**src/pss_defines.vh**
```
// constants of the power state sequencer: offsets, fields, resets, timing
// assumes a single 200 MHz clock; ms timing counts off a ms tick, the enable pin delay counts clock cycles
`ifndef PSS_DEFINES_VH
`define PSS_DEFINES_VH

// ----------------------------------------------------------------------
// clock and timing
// ----------------------------------------------------------------------
`define PSS_CLK_MHZ        200
`define PSS_CLK_HZ         200000000
`define PSS_MS_CYCLES      (`PSS_CLK_HZ / 1000)
`define PSS_EN_DLY_NS      450000
`define PSS_EN_DLY_CYCLES  ((`PSS_EN_DLY_NS * `PSS_CLK_MHZ) / 1000)
`define PSS_BTN_ON_MS      13'h0190
`define PSS_BTN_IRQ_MS     13'h0032
`define PSS_CONFIRM_MS     13'h1388
`define PSS_OFF_MS         13'h03E8
`define PSS_SQD_STEP_MS    9'h064

// ----------------------------------------------------------------------
// register offsets
// ----------------------------------------------------------------------
`define PSS_ADDR_CONTROL   3'h0
`define PSS_ADDR_BUCK_SQD  3'h1
`define PSS_ADDR_LIN_SQD   3'h2
`define PSS_ADDR_REG_EN    3'h3
`define PSS_ADDR_KEEP      3'h4
`define PSS_ADDR_INTERRUPT_STATUS_REGISTER   3'h5
`define PSS_ADDR_HARD_RESET_CMD  3'h6
`define PSS_ADDR_STATE     3'h7

// ----------------------------------------------------------------------
// control and interrupt status register fields
// ----------------------------------------------------------------------
`define PSS_CTL_SW_HOLD    7
`define PSS_CTL_SW_CTRL    5
`define PSS_CTL_UVW_HI     4
`define PSS_CTL_UVW_LO     2
`define PSS_IRQ_BUTTON     0

// ----------------------------------------------------------------------
// reset values
// ----------------------------------------------------------------------
`define PSS_RST_CONTROL    8'h00
`define PSS_RST_BUCK_SQD   8'h00
`define PSS_RST_LIN_SQD    8'h00
`define PSS_RST_REG_EN     7'h00
`define PSS_RST_KEEP       7'h00

`endif

```
**src/pss_rail.v**
```verilog
// one regulator enable path: pin delay, source select and down sequence
// assumes pin input already synchronised and a one-cycle ms tick
`timescale 1ns/1ps
`include "pss_defines.vh"

module pss_rail #(
    parameter EN_DLY_CYCLES = `PSS_EN_DLY_CYCLES,
    parameter DLY_W         = 17
) (
    // clock and reset
    input  wire       clk,
    input  wire       rst,
    // timing and state
    input  wire       ms_tick,
    input  wire       allowed,
    input  wire       down,
    // configuration
    input  wire [1:0] sqd_sel,
    input  wire       sw_mode,
    input  wire       sw_bit,
    input  wire       keep,
    // enable pin, synchronised
    input  wire       pin_s,
    // regulator enable
    output reg        rail_en_q
);

    reg  [DLY_W-1:0] dly_cnt_q;
    reg              pin_dly_q;
    reg              down_q;
    reg              held_q;
    reg  [8:0]       dn_ms_q;
    wire [8:0]       dn_limit;
    wire             src;
    reg              rail_en_d;

    // ------------------------------------------------------------------
    // pin to internal enable delay
    // ------------------------------------------------------------------
    // pin must stay at its new level the whole delay before it counts
    always @(posedge clk) begin
        if (rst) begin
            dly_cnt_q <= {DLY_W{1'b0}};
            pin_dly_q <= 1'b0;
        end else if (pin_s == pin_dly_q) begin
            dly_cnt_q <= {DLY_W{1'b0}};
        end else if (dly_cnt_q == EN_DLY_CYCLES - 1) begin
            dly_cnt_q <= {DLY_W{1'b0}};
            pin_dly_q <= pin_s;
        end else begin
            dly_cnt_q <= dly_cnt_q + 1'b1;
        end
    end

    // ------------------------------------------------------------------
    // down sequence timed from the fall of wake
    // ------------------------------------------------------------------
    assign dn_limit = {7'h00, sqd_sel} * `PSS_SQD_STEP_MS;

    always @(posedge clk) begin
        if (rst) begin
            down_q  <= 1'b0;
            held_q  <= 1'b0;
            dn_ms_q <= 9'h000;
        end else begin
            down_q <= down;
            if (down && !down_q) begin
                held_q  <= rail_en_q;
                dn_ms_q <= 9'h000;
            end else if (down && ms_tick && dn_ms_q != 9'h1FF) begin
                dn_ms_q <= dn_ms_q + 9'h001;
            end
        end
    end

    // ------------------------------------------------------------------
    // enable source
    // ------------------------------------------------------------------
    assign src = sw_mode ? sw_bit : pin_dly_q;

    always @* begin
        rail_en_d = 1'b0;
        if (keep)
            rail_en_d = 1'b1;
        else if (allowed)
            rail_en_d = src;
        else if (down)
            rail_en_d = (down_q ? held_q : rail_en_q)
                        && (dn_ms_q < dn_limit);
    end

    always @(posedge clk) begin
        if (rst)
            rail_en_q <= 1'b0;
        else
            rail_en_q <= rail_en_d;
    end

endmodule // pss_rail

```
**src/pss_sequencer.v**
```verilog
// operating-mode state controller of a multi-rail power manager
// assumes a register port behind the two-wire decoder and analog comparators
// that present fault levels as pins; all pins are sampled on clk
`timescale 1ns/1ps
`include "pss_defines.vh"

module pss_sequencer #(
    parameter MS_CYCLES     = `PSS_MS_CYCLES,
    parameter EN_DLY_CYCLES = `PSS_EN_DLY_CYCLES,
    parameter NUM_RAILS     = 7
) (
    // clock and reset
    input  wire                 clk,
    input  wire                 rst,
    // pins from the board
    input  wire                 button_n,
    input  wire                 power_hold_in,
    input  wire [NUM_RAILS-1:0] enable_pins,
    // comparator levels
    input  wire                 uv_fault_in,
    input  wire                 ot_hot_in,
    input  wire                 ot_cool_in,
    // command register port
    input  wire                 reg_wr_en,
    input  wire                 reg_rd_en,
    input  wire [2:0]           reg_addr,
    input  wire [7:0]           reg_wdata,
    output reg  [7:0]           reg_rdata_q,
    // outputs
    output reg                  wake_q,
    output reg                  irq_n_q,
    output wire [NUM_RAILS-1:0] rail_en,
    output wire                 always_on_en,
    output wire [2:0]           undervoltage_warning_select
);

    // ------------------------------------------------------------------
    // states
    // ------------------------------------------------------------------
    localparam [2:0] ST_COLD    = 3'h0;
    localparam [2:0] ST_CONFIRM = 3'h1;
    localparam [2:0] ST_ON      = 3'h2;
    localparam [2:0] ST_OFF_HR  = 3'h3;
    localparam [2:0] ST_OFF_SB  = 3'h4;
    localparam [2:0] ST_STANDBY = 3'h5;
    localparam       SW        = NUM_RAILS + 5;

    reg  [SW-1:0]        sync1_q;
    reg  [SW-1:0]        sync2_q;
    reg  [17:0]          tb_cnt_q;
    reg                  ms_tick_q;
    reg  [2:0]           state_q;
    reg  [2:0]           state_d;
    reg  [12:0]          st_ms_q;
    reg  [12:0]          btn_ms_q;
    reg  [12:0]          irq_ms_q;
    reg                  button_flag_q;
    reg                  ot_fault_q;
    reg  [7:0]           control_register_q;
    reg  [7:0]           buck_power_down_delays_q;
    reg  [7:0]           linear_power_down_delays_q;
    reg  [NUM_RAILS-1:0] reg_en_q;
    reg  [NUM_RAILS-1:0] keep_q;
    wire                 btn_low;
    wire                 hold_s;
    wire                 uv_s;
    wire                 ot_hot_s;
    wire                 ot_cool_s;
    wire [NUM_RAILS-1:0] pins_s;
    wire                 fault;
    wire                 hold_req;
    wire                 off_done;
    wire                 allowed;
    wire                 down;
    wire                 fault_shut;
    wire [13:0]          sqd_all;
    wire                 wr_hard_reset;

    // ------------------------------------------------------------------
    // pin synchronisers
    // ------------------------------------------------------------------
    // second stage is the only reader of the first
    always @(posedge clk) begin
        if (rst) begin
            sync1_q <= {SW{1'b0}};
            sync2_q <= {SW{1'b0}};
        end else begin
            sync1_q <= {enable_pins, ot_cool_in, ot_hot_in, uv_fault_in,
                        power_hold_in, ~button_n};
            sync2_q <= sync1_q;
        end
    end

    assign btn_low   = sync2_q[0];
    assign hold_s    = sync2_q[1];
    assign uv_s      = sync2_q[2];
    assign ot_hot_s  = sync2_q[3];
    assign ot_cool_s = sync2_q[4];
    assign pins_s    = sync2_q[SW-1:5];

    // ------------------------------------------------------------------
    // time base: one-cycle ms tick
    // ------------------------------------------------------------------
    always @(posedge clk) begin
        if (rst) begin
            tb_cnt_q  <= 18'h00000;
            ms_tick_q <= 1'b0;
        end else if (tb_cnt_q == MS_CYCLES - 1) begin
            tb_cnt_q  <= 18'h00000;
            ms_tick_q <= 1'b1;
        end else begin
            tb_cnt_q  <= tb_cnt_q + 18'h00001;
            ms_tick_q <= 1'b0;
        end
    end

    // ------------------------------------------------------------------
    // faults
    // ------------------------------------------------------------------
    // hysteresis latch; hot wins if both comparators assert
    always @(posedge clk) begin
        if (rst)
            ot_fault_q <= 1'b0;
        else if (ot_hot_s)
            ot_fault_q <= 1'b1;
        else if (ot_cool_s)
            ot_fault_q <= 1'b0;
    end

    assign fault    = uv_s | ot_fault_q;
    assign hold_req = hold_s | control_register_q[`PSS_CTL_SW_HOLD];
    assign wr_hard_reset  = reg_wr_en && (reg_addr == `PSS_ADDR_HARD_RESET_CMD);

    // ------------------------------------------------------------------
    // button low-time counter, saturating
    // ------------------------------------------------------------------
    always @(posedge clk) begin
        if (rst || !btn_low)
            btn_ms_q <= 13'h0000;
        else if (ms_tick_q && btn_ms_q != `PSS_BTN_ON_MS)
            btn_ms_q <= btn_ms_q + 13'h0001;
    end

    // ------------------------------------------------------------------
    // state machine
    // ------------------------------------------------------------------
    assign off_done = ms_tick_q && (st_ms_q == `PSS_OFF_MS - 13'h0001);

    always @* begin
        state_d = state_q;
        case (state_q)
            ST_COLD, ST_STANDBY: begin
                if (!fault && ms_tick_q && btn_low
                    && btn_ms_q == `PSS_BTN_ON_MS - 13'h0001)
                    state_d = ST_CONFIRM;
                else if (!fault && hold_req)
                    state_d = ST_CONFIRM;
            end
            ST_CONFIRM: begin
                if (fault)
                    state_d = ST_OFF_SB;
                else if (ms_tick_q
                         && st_ms_q == `PSS_CONFIRM_MS - 13'h0001)
                    state_d = hold_req ? ST_ON : ST_OFF_SB;
            end
            ST_ON: begin
                if (wr_hard_reset)
                    state_d = ST_OFF_HR;
                else if (fault || !hold_req)
                    state_d = ST_OFF_SB;
            end
            ST_OFF_HR: begin
                if (off_done)
                    state_d = ST_COLD;
            end
            ST_OFF_SB: begin
                if (off_done)
                    state_d = ST_STANDBY;
            end
            default: state_d = ST_COLD;
        endcase
    end

    // state timer restarts on every change of state
    always @(posedge clk) begin
        if (rst) begin
            state_q <= ST_COLD;
            st_ms_q <= 13'h0000;
        end else begin
            state_q <= state_d;
            if (state_d != state_q)
                st_ms_q <= 13'h0000;
            else if (ms_tick_q && st_ms_q != 13'h1FFF)
                st_ms_q <= st_ms_q + 13'h0001;
        end
    end

    // wake per state; confirm timer keeps it up the full 5 s unless a fault ends confirm
    always @(posedge clk) begin
        if (rst)
            wake_q <= 1'b0;
        else
            wake_q <= (state_d == ST_CONFIRM)
                      || (state_d == ST_ON);
    end

    assign allowed = (state_q == ST_CONFIRM) || (state_q == ST_ON);
    assign down    = (state_q == ST_OFF_HR) || (state_q == ST_OFF_SB);
    assign fault_shut = fault && (state_q == ST_CONFIRM || state_q == ST_ON);

    // ------------------------------------------------------------------
    // button flag and interrupt
    // ------------------------------------------------------------------
    // the flag is real time, so it drops on its own once released, but no sooner than 50 ms after it set
    always @(posedge clk) begin
        if (rst) begin
            button_flag_q <= 1'b0;
            irq_ms_q      <= 13'h0000;
        end else if (state_q == ST_ON && btn_low && ms_tick_q
                     && btn_ms_q == `PSS_BTN_IRQ_MS - 13'h0001) begin
            button_flag_q <= 1'b1;
            irq_ms_q      <= 13'h0000;
        end else if (button_flag_q) begin
            if (ms_tick_q && irq_ms_q != `PSS_BTN_IRQ_MS)
                irq_ms_q <= irq_ms_q + 13'h0001;
            if (!btn_low && irq_ms_q == `PSS_BTN_IRQ_MS)
                button_flag_q <= 1'b0;
        end
    end

    always @(posedge clk) begin
        if (rst)
            irq_n_q <= 1'b1;
        else
            irq_n_q <= ~button_flag_q;
    end

    // ------------------------------------------------------------------
    // command registers
    // ------------------------------------------------------------------
    // state-driven clears are placed after the write so they win over it
    always @(posedge clk) begin
        if (rst || state_q == ST_OFF_HR) begin
            control_register_q         <= `PSS_RST_CONTROL;
            buck_power_down_delays_q   <= `PSS_RST_BUCK_SQD;
            linear_power_down_delays_q <= `PSS_RST_LIN_SQD;
            reg_en_q                   <= `PSS_RST_REG_EN;
            keep_q                     <= `PSS_RST_KEEP;
        end else begin
            if (reg_wr_en) begin
                case (reg_addr)
                    `PSS_ADDR_CONTROL:  control_register_q <= reg_wdata;
                    `PSS_ADDR_BUCK_SQD:
                        buck_power_down_delays_q <= reg_wdata;
                    `PSS_ADDR_LIN_SQD:
                        linear_power_down_delays_q <= {2'b00, reg_wdata[5:0]};
                    `PSS_ADDR_REG_EN:   reg_en_q <= reg_wdata[NUM_RAILS-1:0];
                    `PSS_ADDR_KEEP:     keep_q <= reg_wdata[NUM_RAILS-1:0];
                    default: ;
                endcase
            end
            if (state_q == ST_OFF_SB) begin
                reg_en_q <= {NUM_RAILS{1'b0}};
                control_register_q[`PSS_CTL_SW_CTRL] <= 1'b0;
            end
            if (state_q == ST_STANDBY || state_q == ST_COLD)
                reg_en_q <= {NUM_RAILS{1'b0}};
            if (fault_shut)
                keep_q <= {NUM_RAILS{1'b0}};
        end
    end

    // read data registered; unused addresses read zero
    always @(posedge clk) begin
        if (rst) begin
            reg_rdata_q <= 8'h00;
        end else if (reg_rd_en) begin
            case (reg_addr)
                `PSS_ADDR_CONTROL:  reg_rdata_q <= control_register_q;
                `PSS_ADDR_BUCK_SQD: reg_rdata_q <= buck_power_down_delays_q;
                `PSS_ADDR_LIN_SQD:  reg_rdata_q <= linear_power_down_delays_q;
                `PSS_ADDR_REG_EN:   reg_rdata_q <= {1'b0, reg_en_q};
                `PSS_ADDR_KEEP:     reg_rdata_q <= {1'b0, keep_q};
                `PSS_ADDR_INTERRUPT_STATUS_REGISTER:  reg_rdata_q <= {7'h00, button_flag_q};
                `PSS_ADDR_STATE:    reg_rdata_q <= {5'h00, state_q};
                default:            reg_rdata_q <= 8'h00;
            endcase
        end
    end

    assign undervoltage_warning_select =
        control_register_q[`PSS_CTL_UVW_HI:`PSS_CTL_UVW_LO];

    // ------------------------------------------------------------------
    // rails: bucks 1-4 then linear 2-4
    // ------------------------------------------------------------------
    assign sqd_all = {linear_power_down_delays_q[5:0],
                      buck_power_down_delays_q};
    assign always_on_en = 1'b1;

    genvar gi;
    generate
        for (gi = 0; gi < NUM_RAILS; gi = gi + 1) begin : g_rail
            pss_rail #(
                .EN_DLY_CYCLES (EN_DLY_CYCLES)
            ) u_rail (
                .clk       (clk),
                .rst       (rst),
                .ms_tick   (ms_tick_q),
                .allowed   (allowed),
                .down      (down),
                .sqd_sel   (sqd_all[2*gi+1:2*gi]),
                .sw_mode   (control_register_q[`PSS_CTL_SW_CTRL]),
                .sw_bit    (reg_en_q[gi]),
                .keep      (keep_q[gi]),
                .pin_s     (pins_s[gi]),
                .rail_en_q (rail_en[gi])
            );
        end
    endgenerate

endmodule // pss_sequencer

```
**config.mk**
```make
export PLATFORM = sky130hd
export DESIGN_NAME = pss_sequencer
export DESIGN_NICKNAME = d
export VERILOG_FILES = /design/src/pss_rail.v /design/src/pss_sequencer.v
export VERILOG_INCLUDE_DIRS = /design/src
export SDC_FILE = /design/constraint.sdc
export NUM_CORES = 1
export LEC_CHECK = 0
export BUFFER_PORTS_ARGS = -buffer_cell sky130_fd_sc_hd__buf_2
export CAP_MARGIN = 40
export CORE_MARGIN = 3
export CORE_UTILIZATION = 50
export CTS_CLUSTER_SIZE = 28
export DETAILED_ROUTE_END_ITERATION = 10
export GPL_TIMING_DRIVEN = 0
export HOLD_SLACK_MARGIN = 0.08
export PLACE_DENSITY = 0.74
export SETUP_SLACK_MARGIN = 0.4
export SLEW_MARGIN = 0
export SYNTH_ARGS = -nofsm -noshare
export SYNTH_HDL_FRONTEND = slang
export SYNTH_SLANG_ARGS = --single-unit
export TNS_END_PERCENT = 10
```
**constraint.sdc**
```tcl
create_clock -name clk -period 5.25 [get_ports clk]
set_input_delay 0.2625 -clock clk [delete_from_list [all_inputs] [get_ports clk]]
set_output_delay 0.2625 -clock clk [all_outputs]
set_load 0.01 [all_outputs]
```
==> summary.txt, run 1 <==
Outcome
  • Status: complete, no violations

Clock tree
  • Root Buffer: clkbuf_16
  • Max Buffers Root-to-Sink: 3
  • Number of buffers created by CTS: 37
  • CTS tree: done
  • Worst-path clk slew: 0.06 ns
  • Clock latency on the worst-skew pair: 0.51 ns
  • Num Clock Sinks: 337
  • CTS H-tree depth: 2
  • CTS resizes: 0

Route
  • Via Count: 12100
  • Final wirelength: 33300 um
  • Vias per cell: 5.37
  • DR pass1 iterations: 5
  • DRT iter0 DRCs: 755
  • Routed wire per std cell: 14.9 um
  • Routed Antenna Nets: 0
  • Residual DRC: 0

Min path
  • Hold Startpoint: reg_rd_en
  • WHS Endpoint: reg_rdata_q[4]$_SDFFE_PP0P_
  • Hold path cells: 5
  • Worst min path class: in -> reg

Pwr
  • PwrDens: 296 nW/um2
  • Sw Share: 0.218
  • Worst vdd ir: 0.209 mV
  • Leak: 6.39 nW
  • Logic pwr share: 0.042
  • P_sw: 0.00112 W
  • Clock network power share: 0.455
  • Total power: 0.00516 W
  • Int Power: 0.00404 W
  • Seq pwr share: 0.503

Die
  • Initial core utilization: 0.515
  • Cell Rows: 63
  • Die Area: 33100 um2
  • IO Pins: 48
  • Core area: 30000 um2
  • Die height: 182 um
  • Die width: 182 um

Final layout
  • Most frequent cells in the layout: 337 x dfxtp_1, 336 x nor2_1, 114 x xor2_1, 112 x nand2_1, 98 x nand3_1
  • Most common cell after layout, fill and taps aside: dfxtp_1
  • # fillers: 2579
  • Post-route insts no fill: 2244
  • Proportion of layout cells with a drive suffix above 1: 0.0868
  • Nets@finish: 1942
  • Finished Cell Area: 17400 um2
  • Area delta synth->final: 12.8%
  • Antenna diodes: 0

Synthesis
  • Syn Std Cell Area: 15500 um2
  • Sequential element share of the synthesized area: 0.436
  • Synthesized area per cell: 8.91 um2
  • Synth Net Count: 1839
  • Primary FF master, synth: dfxtp_1
  • Synth Warn #: 0
  • Number of synthesized flops with an enable pin: 0
  • Cell variety after synth: 61
  • Area leader, netlist: dfxtp_1
  • Area contributors post-synth: dfxtp_1 44%, nor2_1 8.2%, xor2_1 6.5%
  • Post-Synthesis Cells: 1735
  • Ys async rst share: 0
  • #FFs+latches synth: 337
  • Post-synth top area share: 0.436

Run
  • Max-Cap Viols: 0

STA
  • Hold Vio Cnt, Final: 0
  • Slew @ Worst Pin: 0.894 ns
  • RSZ-0062 raised after global routing: no
  • Final period util: 0.495
  • Final slew viol count: 0
  • Slew HR: 0.404
  • Endpoints failing setup: 0
  • Setup Skew: 0.00948 ns
  • Worst setup margin: 2.65 ns
  • Setup TNS: 0 ns
  • Minimum clock period: 2.60 ns
  • Fmax: 0.385 GHz

Global routing
  • Initial antenna violation count: 2
  • Remaining global-route overflow: 0
  • First-pass GRT wire length: 55500 um
  • Largest net degree at the start of global routing: 14
  • All-Layer GR Usage: 0.199
  • Number of global-route vias before repair: 11500

Placed design
  • DP HPWL: 23800 um
  • DP Worst Slack: 2.70 ns
  • Post-DP Area: 16200 um2
  • # placed instances: 2169
  • Port bufs: 44
  • Routability cong.: 0.902

Setup path
  • WP data arrival: 2.98 ns
  • Reg2Reg Depth: 7
  • R2r setup slk: 2.65 ns
  • Crit-path max FO: 10
  • Reg-to-reg endpoint: g_rail[2].u_rail.dn_ms_q[2]$_SDFFE_PP0P_
  • Critical Path Source Type: register
  • Crit end category: register
  • Worst EP required: 5.63 ns
  • R2r startpoint: state_q[2]$_SDFF_PP0_
  • CP Class: reg -> reg
==> cells by family after synthesis <==
kind of cell / after synthesis / synth area share
AOI/OAI and AO/OA: 153 / 0.0629
buffers and inverters: 121 / 0.0339
other: 1 / 0.000243
and+or+nand+nor: 780 / 0.242
DFF: 337 / 0.436
muxes: 69 / 0.0503
xor gates and xnor gates: 197 / 0.112
adders and majority gates: 77 / 0.0623
==> Yosys cell counts, types with 9 or more instances <==
| cell | n |
|---|---|
| nor4_1 | 15 |
| and4_1 | 11 |
| nand3_1 | 98 |
| dfxtp_1 | 337 |
| nor3_1 | 19 |
| buf_2 | 17 |
| buf_4 | 11 |
| inv_1 | 53 |
| nand2b_1 | 11 |
| a21oi_1 | 65 |
| o21ai_0 | 44 |
| xnor2_1 | 83 |
| ha_1 | 77 |
| nor2_1 | 336 |
| xor2_1 | 114 |
| nor2b_1 | 25 |
| or3_1 | 30 |
| clkbuf_1 | 31 |
| nand4_1 | 36 |
| mux2_2 | 9 |
| mux2i_1 | 54 |
| nand2_1 | 112 |
| and3_1 | 47 |
==> cell type report <==
cell class                      instances  area (um2)  area share
Clock inverter                          2        12.5    0.000718
Multi-Input combinational cell       1277        8190       0.470
Buffer                                 65         314      0.0180
Clock buffer                           53        1060      0.0606
Timing Repair Buffer                   64         420      0.0241
Tap cell                              390         488      0.0280
Sequential cell                       337        6750       0.387
Inverter                               56         210      0.0121
==> power groups by stage <==
stage          clock (W)  sequential (W)  combinational [W]
3_3_place_gp           0         0.00265           0.000200
3_5_place_dp           0         0.00265           0.000202
6_report         0.00235         0.00260           0.000216
5_1_grt          0.00249         0.00260           0.000237
2_1_floorplan          0         0.00265           0.000131
4_1_cts          0.00239         0.00260           0.000215
==> worst max-delay path, stage by stage (launching register included) <==
cell     delay (ns)
dfxtp_1        0.40
or3b_1         0.42
buf_6          0.21
a21oi_2        0.56
or2_2          0.22
buf_2          0.24
buf_2          0.33
nor2_1         0.08
==> metal layers <==
layer  global-route usage  routed length [um]  vias to the layer above
met5                    0                  21                        -
met4               0.0561                 871                        4
met3               0.0298                1690                       68
met2                0.330               15200                      236
met1                0.270               15500                     5694
li1                     -                   -                     6059
==> flip-flops by register name (all words and copies together) (netlist names), 12 cells and up <==
register	cells
g_rail.u_rail.dly_cnt_q	119
st_ms_q	13
tb_cnt_q	18
btn_ms_q	13
irq_ms_q	13
g_rail.u_rail.dn_ms_q	63
sync1_q	12
sync2_q	12
==> how the worst max path moves through the flow <==
stage / start / end / cells after the start
5_1_grt: state_q[1]$_SDFF_PP0_ / g_rail[2].u_rail.dn_ms_q[2]$_SDFFE_PP0P_ / 8
6_report: state_q[2]$_SDFF_PP0_ / g_rail[2].u_rail.dn_ms_q[2]$_SDFFE_PP0P_ / 7
4_1_cts: state_q[2]$_SDFF_PP0_ / g_rail[2].u_rail.dn_ms_q[0]$_SDFFE_PP0P_ / 7
3_3_place_gp: state_q[2]$_SDFF_PP0_ / g_rail[2].u_rail.dn_ms_q[2]$_SDFFE_PP0P_ / 7
3_5_place_dp: state_q[2]$_SDFF_PP0_ / g_rail[2].u_rail.dn_ms_q[0]$_SDFFE_PP0P_ / 7
2_1_floorplan: g_rail[5].u_rail.dn_ms_q[0]$_SDFFE_PP0P_ / g_rail[5].u_rail.dn_ms_q[5]$_SDFFE_PP0P_ / 9
==> stage by stage <==
step / util / hold slack [ns]
6_report: 0.580 / 0.259
3_5_place_dp: 0.538 / 0.422
4_1_cts: 0.580 / 0.234
2_1_floorplan: - / 0.329
3_3_place_gp: 0.538 / 0.417
5_1_grt: 0.580 / 0.311
==> timing repair <==
item,in CTS,in global routing
hold buffers,20,0
endpoints found under the hold margin,29,0
setup buffers,0,0
Power figures use the tool's default switching activity.
==> run 2, diff against run 1 <==
clock period = 2.52 ns   (was 5.25 ns; I/O delays follow)
==> run 2 against run 1 <==
Register-to-register slack got worse by 2.3 ns. Clock skew is 0.0027 ns lower. Utilization rose by 1.2 points. Count of clock-buffer cells in the layout unchanged. Flip-flop and latch count unchanged. Sequential power rose by 110%. First-iteration DRC count fell by 1.9%. Cell count grew 1.0%. Critical path type unchanged. Highest routed layer unchanged.
==> summary.txt, run 2 (synthesis gave the netlist of run 1 again) <==
Global routing
  • Largest net degree at the start of global routing: 14
  • Number of global-route vias before repair: 11700
  • Remaining global-route overflow: 0
  • All-Layer GR Usage: 0.202
  • Initial antenna violation count: 2
  • First-pass GRT wire length: 56200 um

Final layout
  • Nets@finish: 1965
  • Largest reg by FF count: g_rail.u_rail.dly_cnt_q
  • Most frequent cells in the layout: 334 x nor2_1, 329 x dfxtp_1, 114 x xor2_1, 110 x nand2_1, 98 x nand3_1
  • Max reg flops: 119
  • Most common cell after layout, fill and taps aside: nor2_1
  • Antenna diodes: 0
  • Area delta synth->final: 15.0%
  • Proportion of layout cells with a drive suffix above 1: 0.118
  • Top Registers: g_rail.u_rail.dly_cnt_q (119), g_rail.u_rail.dn_ms_q (63), tb_cnt_q (18)

Pwr
  • PwrDens: 607 nW/um2
  • P_sw: 0.00236 W
  • Worst vdd ir: 0.437 mV
  • Leak: 6.56 nW
  • Logic pwr share: 0.045
  • Seq pwr share: 0.501
  • Sw Share: 0.219
  • Clock network power share: 0.454
  • Int Power: 0.00843 W

STA
  • Final period util: 0.863
  • Worst setup margin: 0.344 ns
  • Final slew viol count: 0
  • Setup Skew: 0.00676 ns
  • Slew HR: 0.408
  • Minimum clock period: 2.18 ns
  • Slew @ Worst Pin: 0.888 ns
  • Smallest hold slack: 0.121 ns
  • Setup TNS: 0 ns
  • Hold Vio Cnt, Final: 0
  • RSZ-0062 raised after global routing: yes
  • Endpoints failing setup: 0
  • Fmax: 0.460 GHz

Route
  • Routed wl met3: 1860 um
  • Residual DRC: 0
  • DR pass1 iterations: 5
  • Via Count: 12200
  • Routed Antenna Nets: 0
  • DRT iter0 DRCs: 741
  • Routed wire per std cell: 15.1 um
  • Vias per cell: 5.38
  • Final wirelength: 34300 um
  • DR top layer: met5
  • DR WL met2: 15700 um
  • Metal1 wirelength: 15800 um

Die
  • IO Pins: 48
  • Die width: 182 um
  • Core area: 30000 um2
  • Die Area: 33100 um2
  • Cell Rows: 63
  • Die height: 182 um
  • Initial core utilization: 0.515

Min path
  • Hold Startpoint: reg_rd_en
  • Worst min path class: in -> reg
  • Hold path cells: 5
  • WHS Endpoint: reg_rdata_q[3]$_SDFFE_PP0P_

Clock tree
  • Worst-path clk slew: 0.06 ns
  • CTS H-tree depth: 2
  • Max Buffers Root-to-Sink: 3
  • Clock latency on the worst-skew pair: 0.51 ns
  • Root Buffer: clkbuf_16
  • CTS tree: done
  • Number of buffers created by CTS: 37
  • Num Clock Sinks: 337

Run
  • Max-Cap Viols: 0

Setup path
  • Crit-path max FO: 4
  • Reg-to-reg endpoint: wake_q$_SDFF_PP0_
  • Crit end category: register
  • Critical Path Source Type: register
  • R2r setup slk: 0.34 ns
  • CP Class: reg -> reg
  • R2r startpoint: btn_ms_q[11]$_SDFFE_PP0P_
  • WP data arrival: 2.56 ns
  • Reg2Reg Depth: 6
  • Worst EP required: 2.91 ns

Placed design
  • DP Worst Slack: -0.0342 ns
  • Port bufs: 44
  • DP HPWL: 23800 um
  • Routability cong.: 0.902

Outcome
  • Status: complete, no violations
-- run 2: worst max-delay path by stage --
stage                                                          from                                         to  slack (ns)
after CTS                 g_rail[3].u_rail.dly_cnt_q[14]$_SDFF_PP0_  g_rail[3].u_rail.dly_cnt_q[12]$_SDFF_PP0_        0.27
after floorplan            g_rail[5].u_rail.dn_ms_q[0]$_SDFFE_PP0P_   g_rail[5].u_rail.dn_ms_q[5]$_SDFFE_PP0P_        0.50
after global placement                        state_q[2]$_SDFF_PP0_   g_rail[2].u_rail.dn_ms_q[2]$_SDFFE_PP0P_       -0.02
after global routing       g_rail[2].u_rail.dn_ms_q[0]$_SDFFE_PP0P_   g_rail[2].u_rail.dn_ms_q[5]$_SDFFE_PP0P_        0.30
final                                     btn_ms_q[11]$_SDFFE_PP0P_                          wake_q$_SDFF_PP0_        0.34
after detailed placement                      state_q[2]$_SDFF_PP0_   g_rail[2].u_rail.dn_ms_q[0]$_SDFFE_PP0P_       -0.03
-- run 2: layout make-up --
class | instances | area [um2]
Fill cell | 2527 | 12300
Multi-Input combinational cell | 1277 | 8310
Sequential cell | 337 | 6760
Clock buffer | 53 | 1060
Timing Repair Buffer | 87 | 594
Tap cell | 390 | 488
Buffer | 65 | 350
Inverter | 56 | 210
Clock inverter | 2 | 12.5
-- run 2: timing repair --
| action | 4_1_cts | 5_1_grt |
|---|---|---|
| endpoints found under the setup margin | 154 | 174 |
| cloned | 0 | 1 |
| pin swaps | 8 | 15 |
| buffers inserted | 10 | 12 |
| gates resized for setup | 8 | 62 |
| hold buffers | 20 | 0 |
| hold endpoints to repair | 48 | 0 |
-- run 2: worst max-delay path, cell delays in order (launching register included) --
cell and delay [ns]:
dfxtp_2 0.33, or4_4 0.57, nor4_4 0.39, mux2_4 0.21, or3_1 0.09, o211ai_1 0.14, a2111oi_4 0.31
-- run 2: layer usage --
metal | vias up | track usage
li1 | 6114 | -
met1 | 5728 | 0.272
met2 | 273 | 0.336
met3 | 71 | 0.0315
met4 | 4 | 0.0576
met5 | - | 0
-- run 2: stage by stage --
stage	cell area, um2	total power (W)	cells	utilization
2_1_floorplan	15500	0.00579	1735	-
3_3_place_gp	16200	0.00594	2169	0.538
3_5_place_dp	16200	0.00595	2169	0.538
4_1_cts	17500	0.0108	2254	0.584
5_1_grt	17800	0.0111	2267	0.592
6_report	17800	0.0108	2267	0.592
-- run 2: power by group through the flow --
stage	clock network, W	logic, W	registers [W]
finish	0.00489	0.000483	0.00541
global placement	0	0.000416	0.00552
global route	0.00518	0.000527	0.00541
CTS	0.00498	0.000458	0.00541
floorplan	0	0.000274	0.00552
detailed placement	0	0.000421	0.00552
==> run 3, diff against run 2 <==
ABC_AREA = 1   (was default)
==> run 3 against run 2 <==
Count of clock-buffer cells in the layout decreased by 1. Critical path type unchanged. Highest routed layer is now met4. Clock skew grew 0.0068 ns. Largest cell class unchanged. Flip-flop and latch count unchanged.
==> summary.txt, run 3 <==
Synthesis
  • Synth Area in Adders: 0.0588
  • Primary FF master, synth: dfxtp_1
  • Most common cell in the synthesized netlist: nand2_1
  • Post-synthesis xor/xnor area fraction: 0.0363
  • Most frequent cells after synthesis: 378 x nand2_1, 341 x inv_1, 337 x dfxtp_1
  • Area contributors post-synth: dfxtp_1 41%, nand2_1 8.7%, inv_1 7.8%
  • Syn Std Cell Area: 16400 um2
  • Area leader, netlist: dfxtp_1
  • Sequential element share of the synthesized area: 0.412
  • Synth Area in Simple Gates: 0.279
  • Number of synthesized flops with an enable pin: 0
  • Synth Warn #: 0
  • Cell variety after synth: 44
  • Synth Area in Compound Gates: 0.116
  • Mux share of post-synthesis cell area: 0
  • Ys async rst share: 0
  • Post-synth top area share: 0.412
  • Synth Net Count: 2364
  • Post-Synthesis Cells: 2260
  • Synthesized area per cell: 7.25 um2
  • Main combinational cell family by area after synthesis: simple AND/OR/NAND/NOR gates
  • #FFs+latches synth: 337

Run
  • Max-Cap Viols: 0

Final layout
  • Most frequent cells in the layout: 377 x nand2_1, 341 x inv_1, 336 x dfxtp_1, 278 x nor2_1, 195 x a21oi_1
  • Top Registers: g_rail.u_rail.dly_cnt_q (119), g_rail.u_rail.dn_ms_q (63), tb_cnt_q (18)
  • # fillers: 2865
  • Most common cell after layout, fill and taps aside: nand2_1
  • Proportion of layout cells with a drive suffix above 1: 0.0777
  • Max reg flops: 119
  • Nets@finish: 2470
  • Multi-input gate area: 8080 um2
  • Storage cell area: 6750 um2
  • Finished Cell Area: 18800 um2
  • Largest reg by FF count: g_rail.u_rail.dly_cnt_q
  • Area delta synth->final: 14.5%
  • Post-route insts no fill: 2831

Placed design
  • Post-DP Area: 17200 um2
  • Port bufs: 45
  • Routability cong.: 0.929
  • DP Worst Slack: 0.145 ns
  • # placed instances: 2740
  • DP HPWL: 28100 um

Route
  • DR WL met2: 18100 um
  • Metal1 wirelength: 17300 um
  • Vias per cell: 5.21
  • Final wirelength: 38500 um
  • DRT iter0 DRCs: 968
  • DR pass1 iterations: 5
  • Routed Antenna Nets: 0
  • Via Count: 14700
  • Routed wl met3: 1990 um
  • Residual DRC: 0
  • Routed wire per std cell: 13.6 um
  • DR top layer: met4

Pwr
  • Seq pwr share: 0.457
  • Leak: 7.07 nW
  • PwrDens: 631 nW/um2
  • Int Power: 0.00929 W
  • Clock network power share: 0.498
  • P_sw: 0.00256 W
  • Worst vdd ir: 0.413 mV
  • Logic pwr share: 0.044
  • Sw Share: 0.216

STA
  • Hold Vio Cnt, Final: 0
  • Endpoints failing setup: 0
  • Fmax: 0.496 GHz
  • Smallest hold slack: 0.105 ns
  • Setup Skew: 0.0136 ns
  • Minimum clock period: 2.01 ns
  • Setup TNS: 0 ns
  • Final period util: 0.799
  • Slew @ Worst Pin: 0.703 ns
  • Final slew viol count: 0
  • Worst setup margin: 0.506 ns
  • RSZ-0062 raised after global routing: yes
  • Slew HR: 0.531

Clock tree
  • Number of buffers created by CTS: 38
  • Num Clock Sinks: 337
  • Root Buffer: clkbuf_16
  • CTS H-tree depth: 2
  • Max Buffers Root-to-Sink: 3
  • Worst-path clk slew: 0.06 ns
  • CTS tree: done
  • Post-CTS Repair Setup Buffers: 0
  • Clock latency on the worst-skew pair: 0.52 ns

Die
  • Die Area: 35000 um2
  • Die height: 187 um
  • IO Pins: 48
  • Die width: 187 um
  • Cell Rows: 65
  • Core area: 32000 um2
  • Initial core utilization: 0.513

Setup path
  • Crit end category: register
  • CP Class: reg -> reg
  • Critical Path Source Type: register
  • Crit-path max FO: 10
  • WP data arrival: 2.42 ns
  • Worst EP required: 2.92 ns

Global routing
  • Remaining global-route overflow: 0
  • First-pass GRT wire length: 64300 um
  • All-Layer GR Usage: 0.214
  • Number of global-route vias before repair: 13900
  • Largest net degree at the start of global routing: 15
  • Initial antenna violation count: 0

Min path
  • Worst min path class: in -> reg

Outcome
  • Status: complete, no violations
run 3: power groups by stage:
stage          clock, W  sequential, W  combinational, W
6_report        0.00590        0.00542          0.000525
5_1_grt         0.00625        0.00542          0.000584
4_1_cts         0.00600        0.00542          0.000513
3_5_place_dp          0        0.00553          0.000484
3_3_place_gp          0        0.00553          0.000476
2_1_floorplan         0        0.00553          0.000315
run 3: logic make-up after synthesis:
family | after synthesis
buf+inv | 406
xor+xnor | 68
fa+ha+maj | 77
flops | 337
compound gates | 353
other cells | 1
simple gates | 1018
run 3: through the flow:
step / power [W] / util
floorplan: 0.00584 / -
global placement: 0.00601 / 0.537
detailed placement: 0.00602 / 0.537
CTS: 0.0119 / 0.586
global route: 0.0123 / 0.587
finish: 0.0118 / 0.587
run 3: final cells by class:
type | instances | area share
timing repair buffer | 66 | 0.0232
clock inverter | 16 | 0.0142
inverter | 352 | 0.0704
sequential | 337 | 0.360
tap | 435 | 0.0290
clock buffer | 52 | 0.0578
antenna | 2 | 0.000267
buffer | 54 | 0.0147
multi-input combinational | 1517 | 0.431
run 3: timing repair:
item                                    4_1_cts  5_1_grt
endpoints found under the setup margin       11       95
hold buffers                                 21        0
gates resized for setup                       2        8
endpoints found under the hold margin        51        0
run 3: critical path: stages (launching register included):
cell and delay (ns):
dfxtp_1 0.45, inv_1 0.10, ha_1 0.20, and3_1 0.18
a21oi_1 0.24, clkbuf_1 0.40, nand2_1 0.12, o21ai_0 0.17
a21oi_1 0.06
run 3: routing by layer:
layer	track usage	vias to the layer above
met1	0.279	6754
met4	0.0616	0
met5	0	-
li1	-	7562
met2	0.370	346
met3	0.0337	84
run 3: worst paths after layout:
path | depth (start not counted) | start | end | slack [ns]
hold / removal | 4 | rst | g_rail[4].u_rail.dn_ms_q[2]$_SDFFE_PP0P_ | 0.11
setup reg to reg | 8 | btn_ms_q[0]$_SDFFE_PP0P_ | btn_ms_q[2]$_SDFFE_PP0P_ | 0.51
hold reg to reg | 2 | sync1_q[7]$_SDFF_PP0_ | sync2_q[7]$_SDFF_PP0_ | 0.40
setup / recovery | 8 | btn_ms_q[0]$_SDFFE_PP0P_ | btn_ms_q[2]$_SDFFE_PP0P_ | 0.51
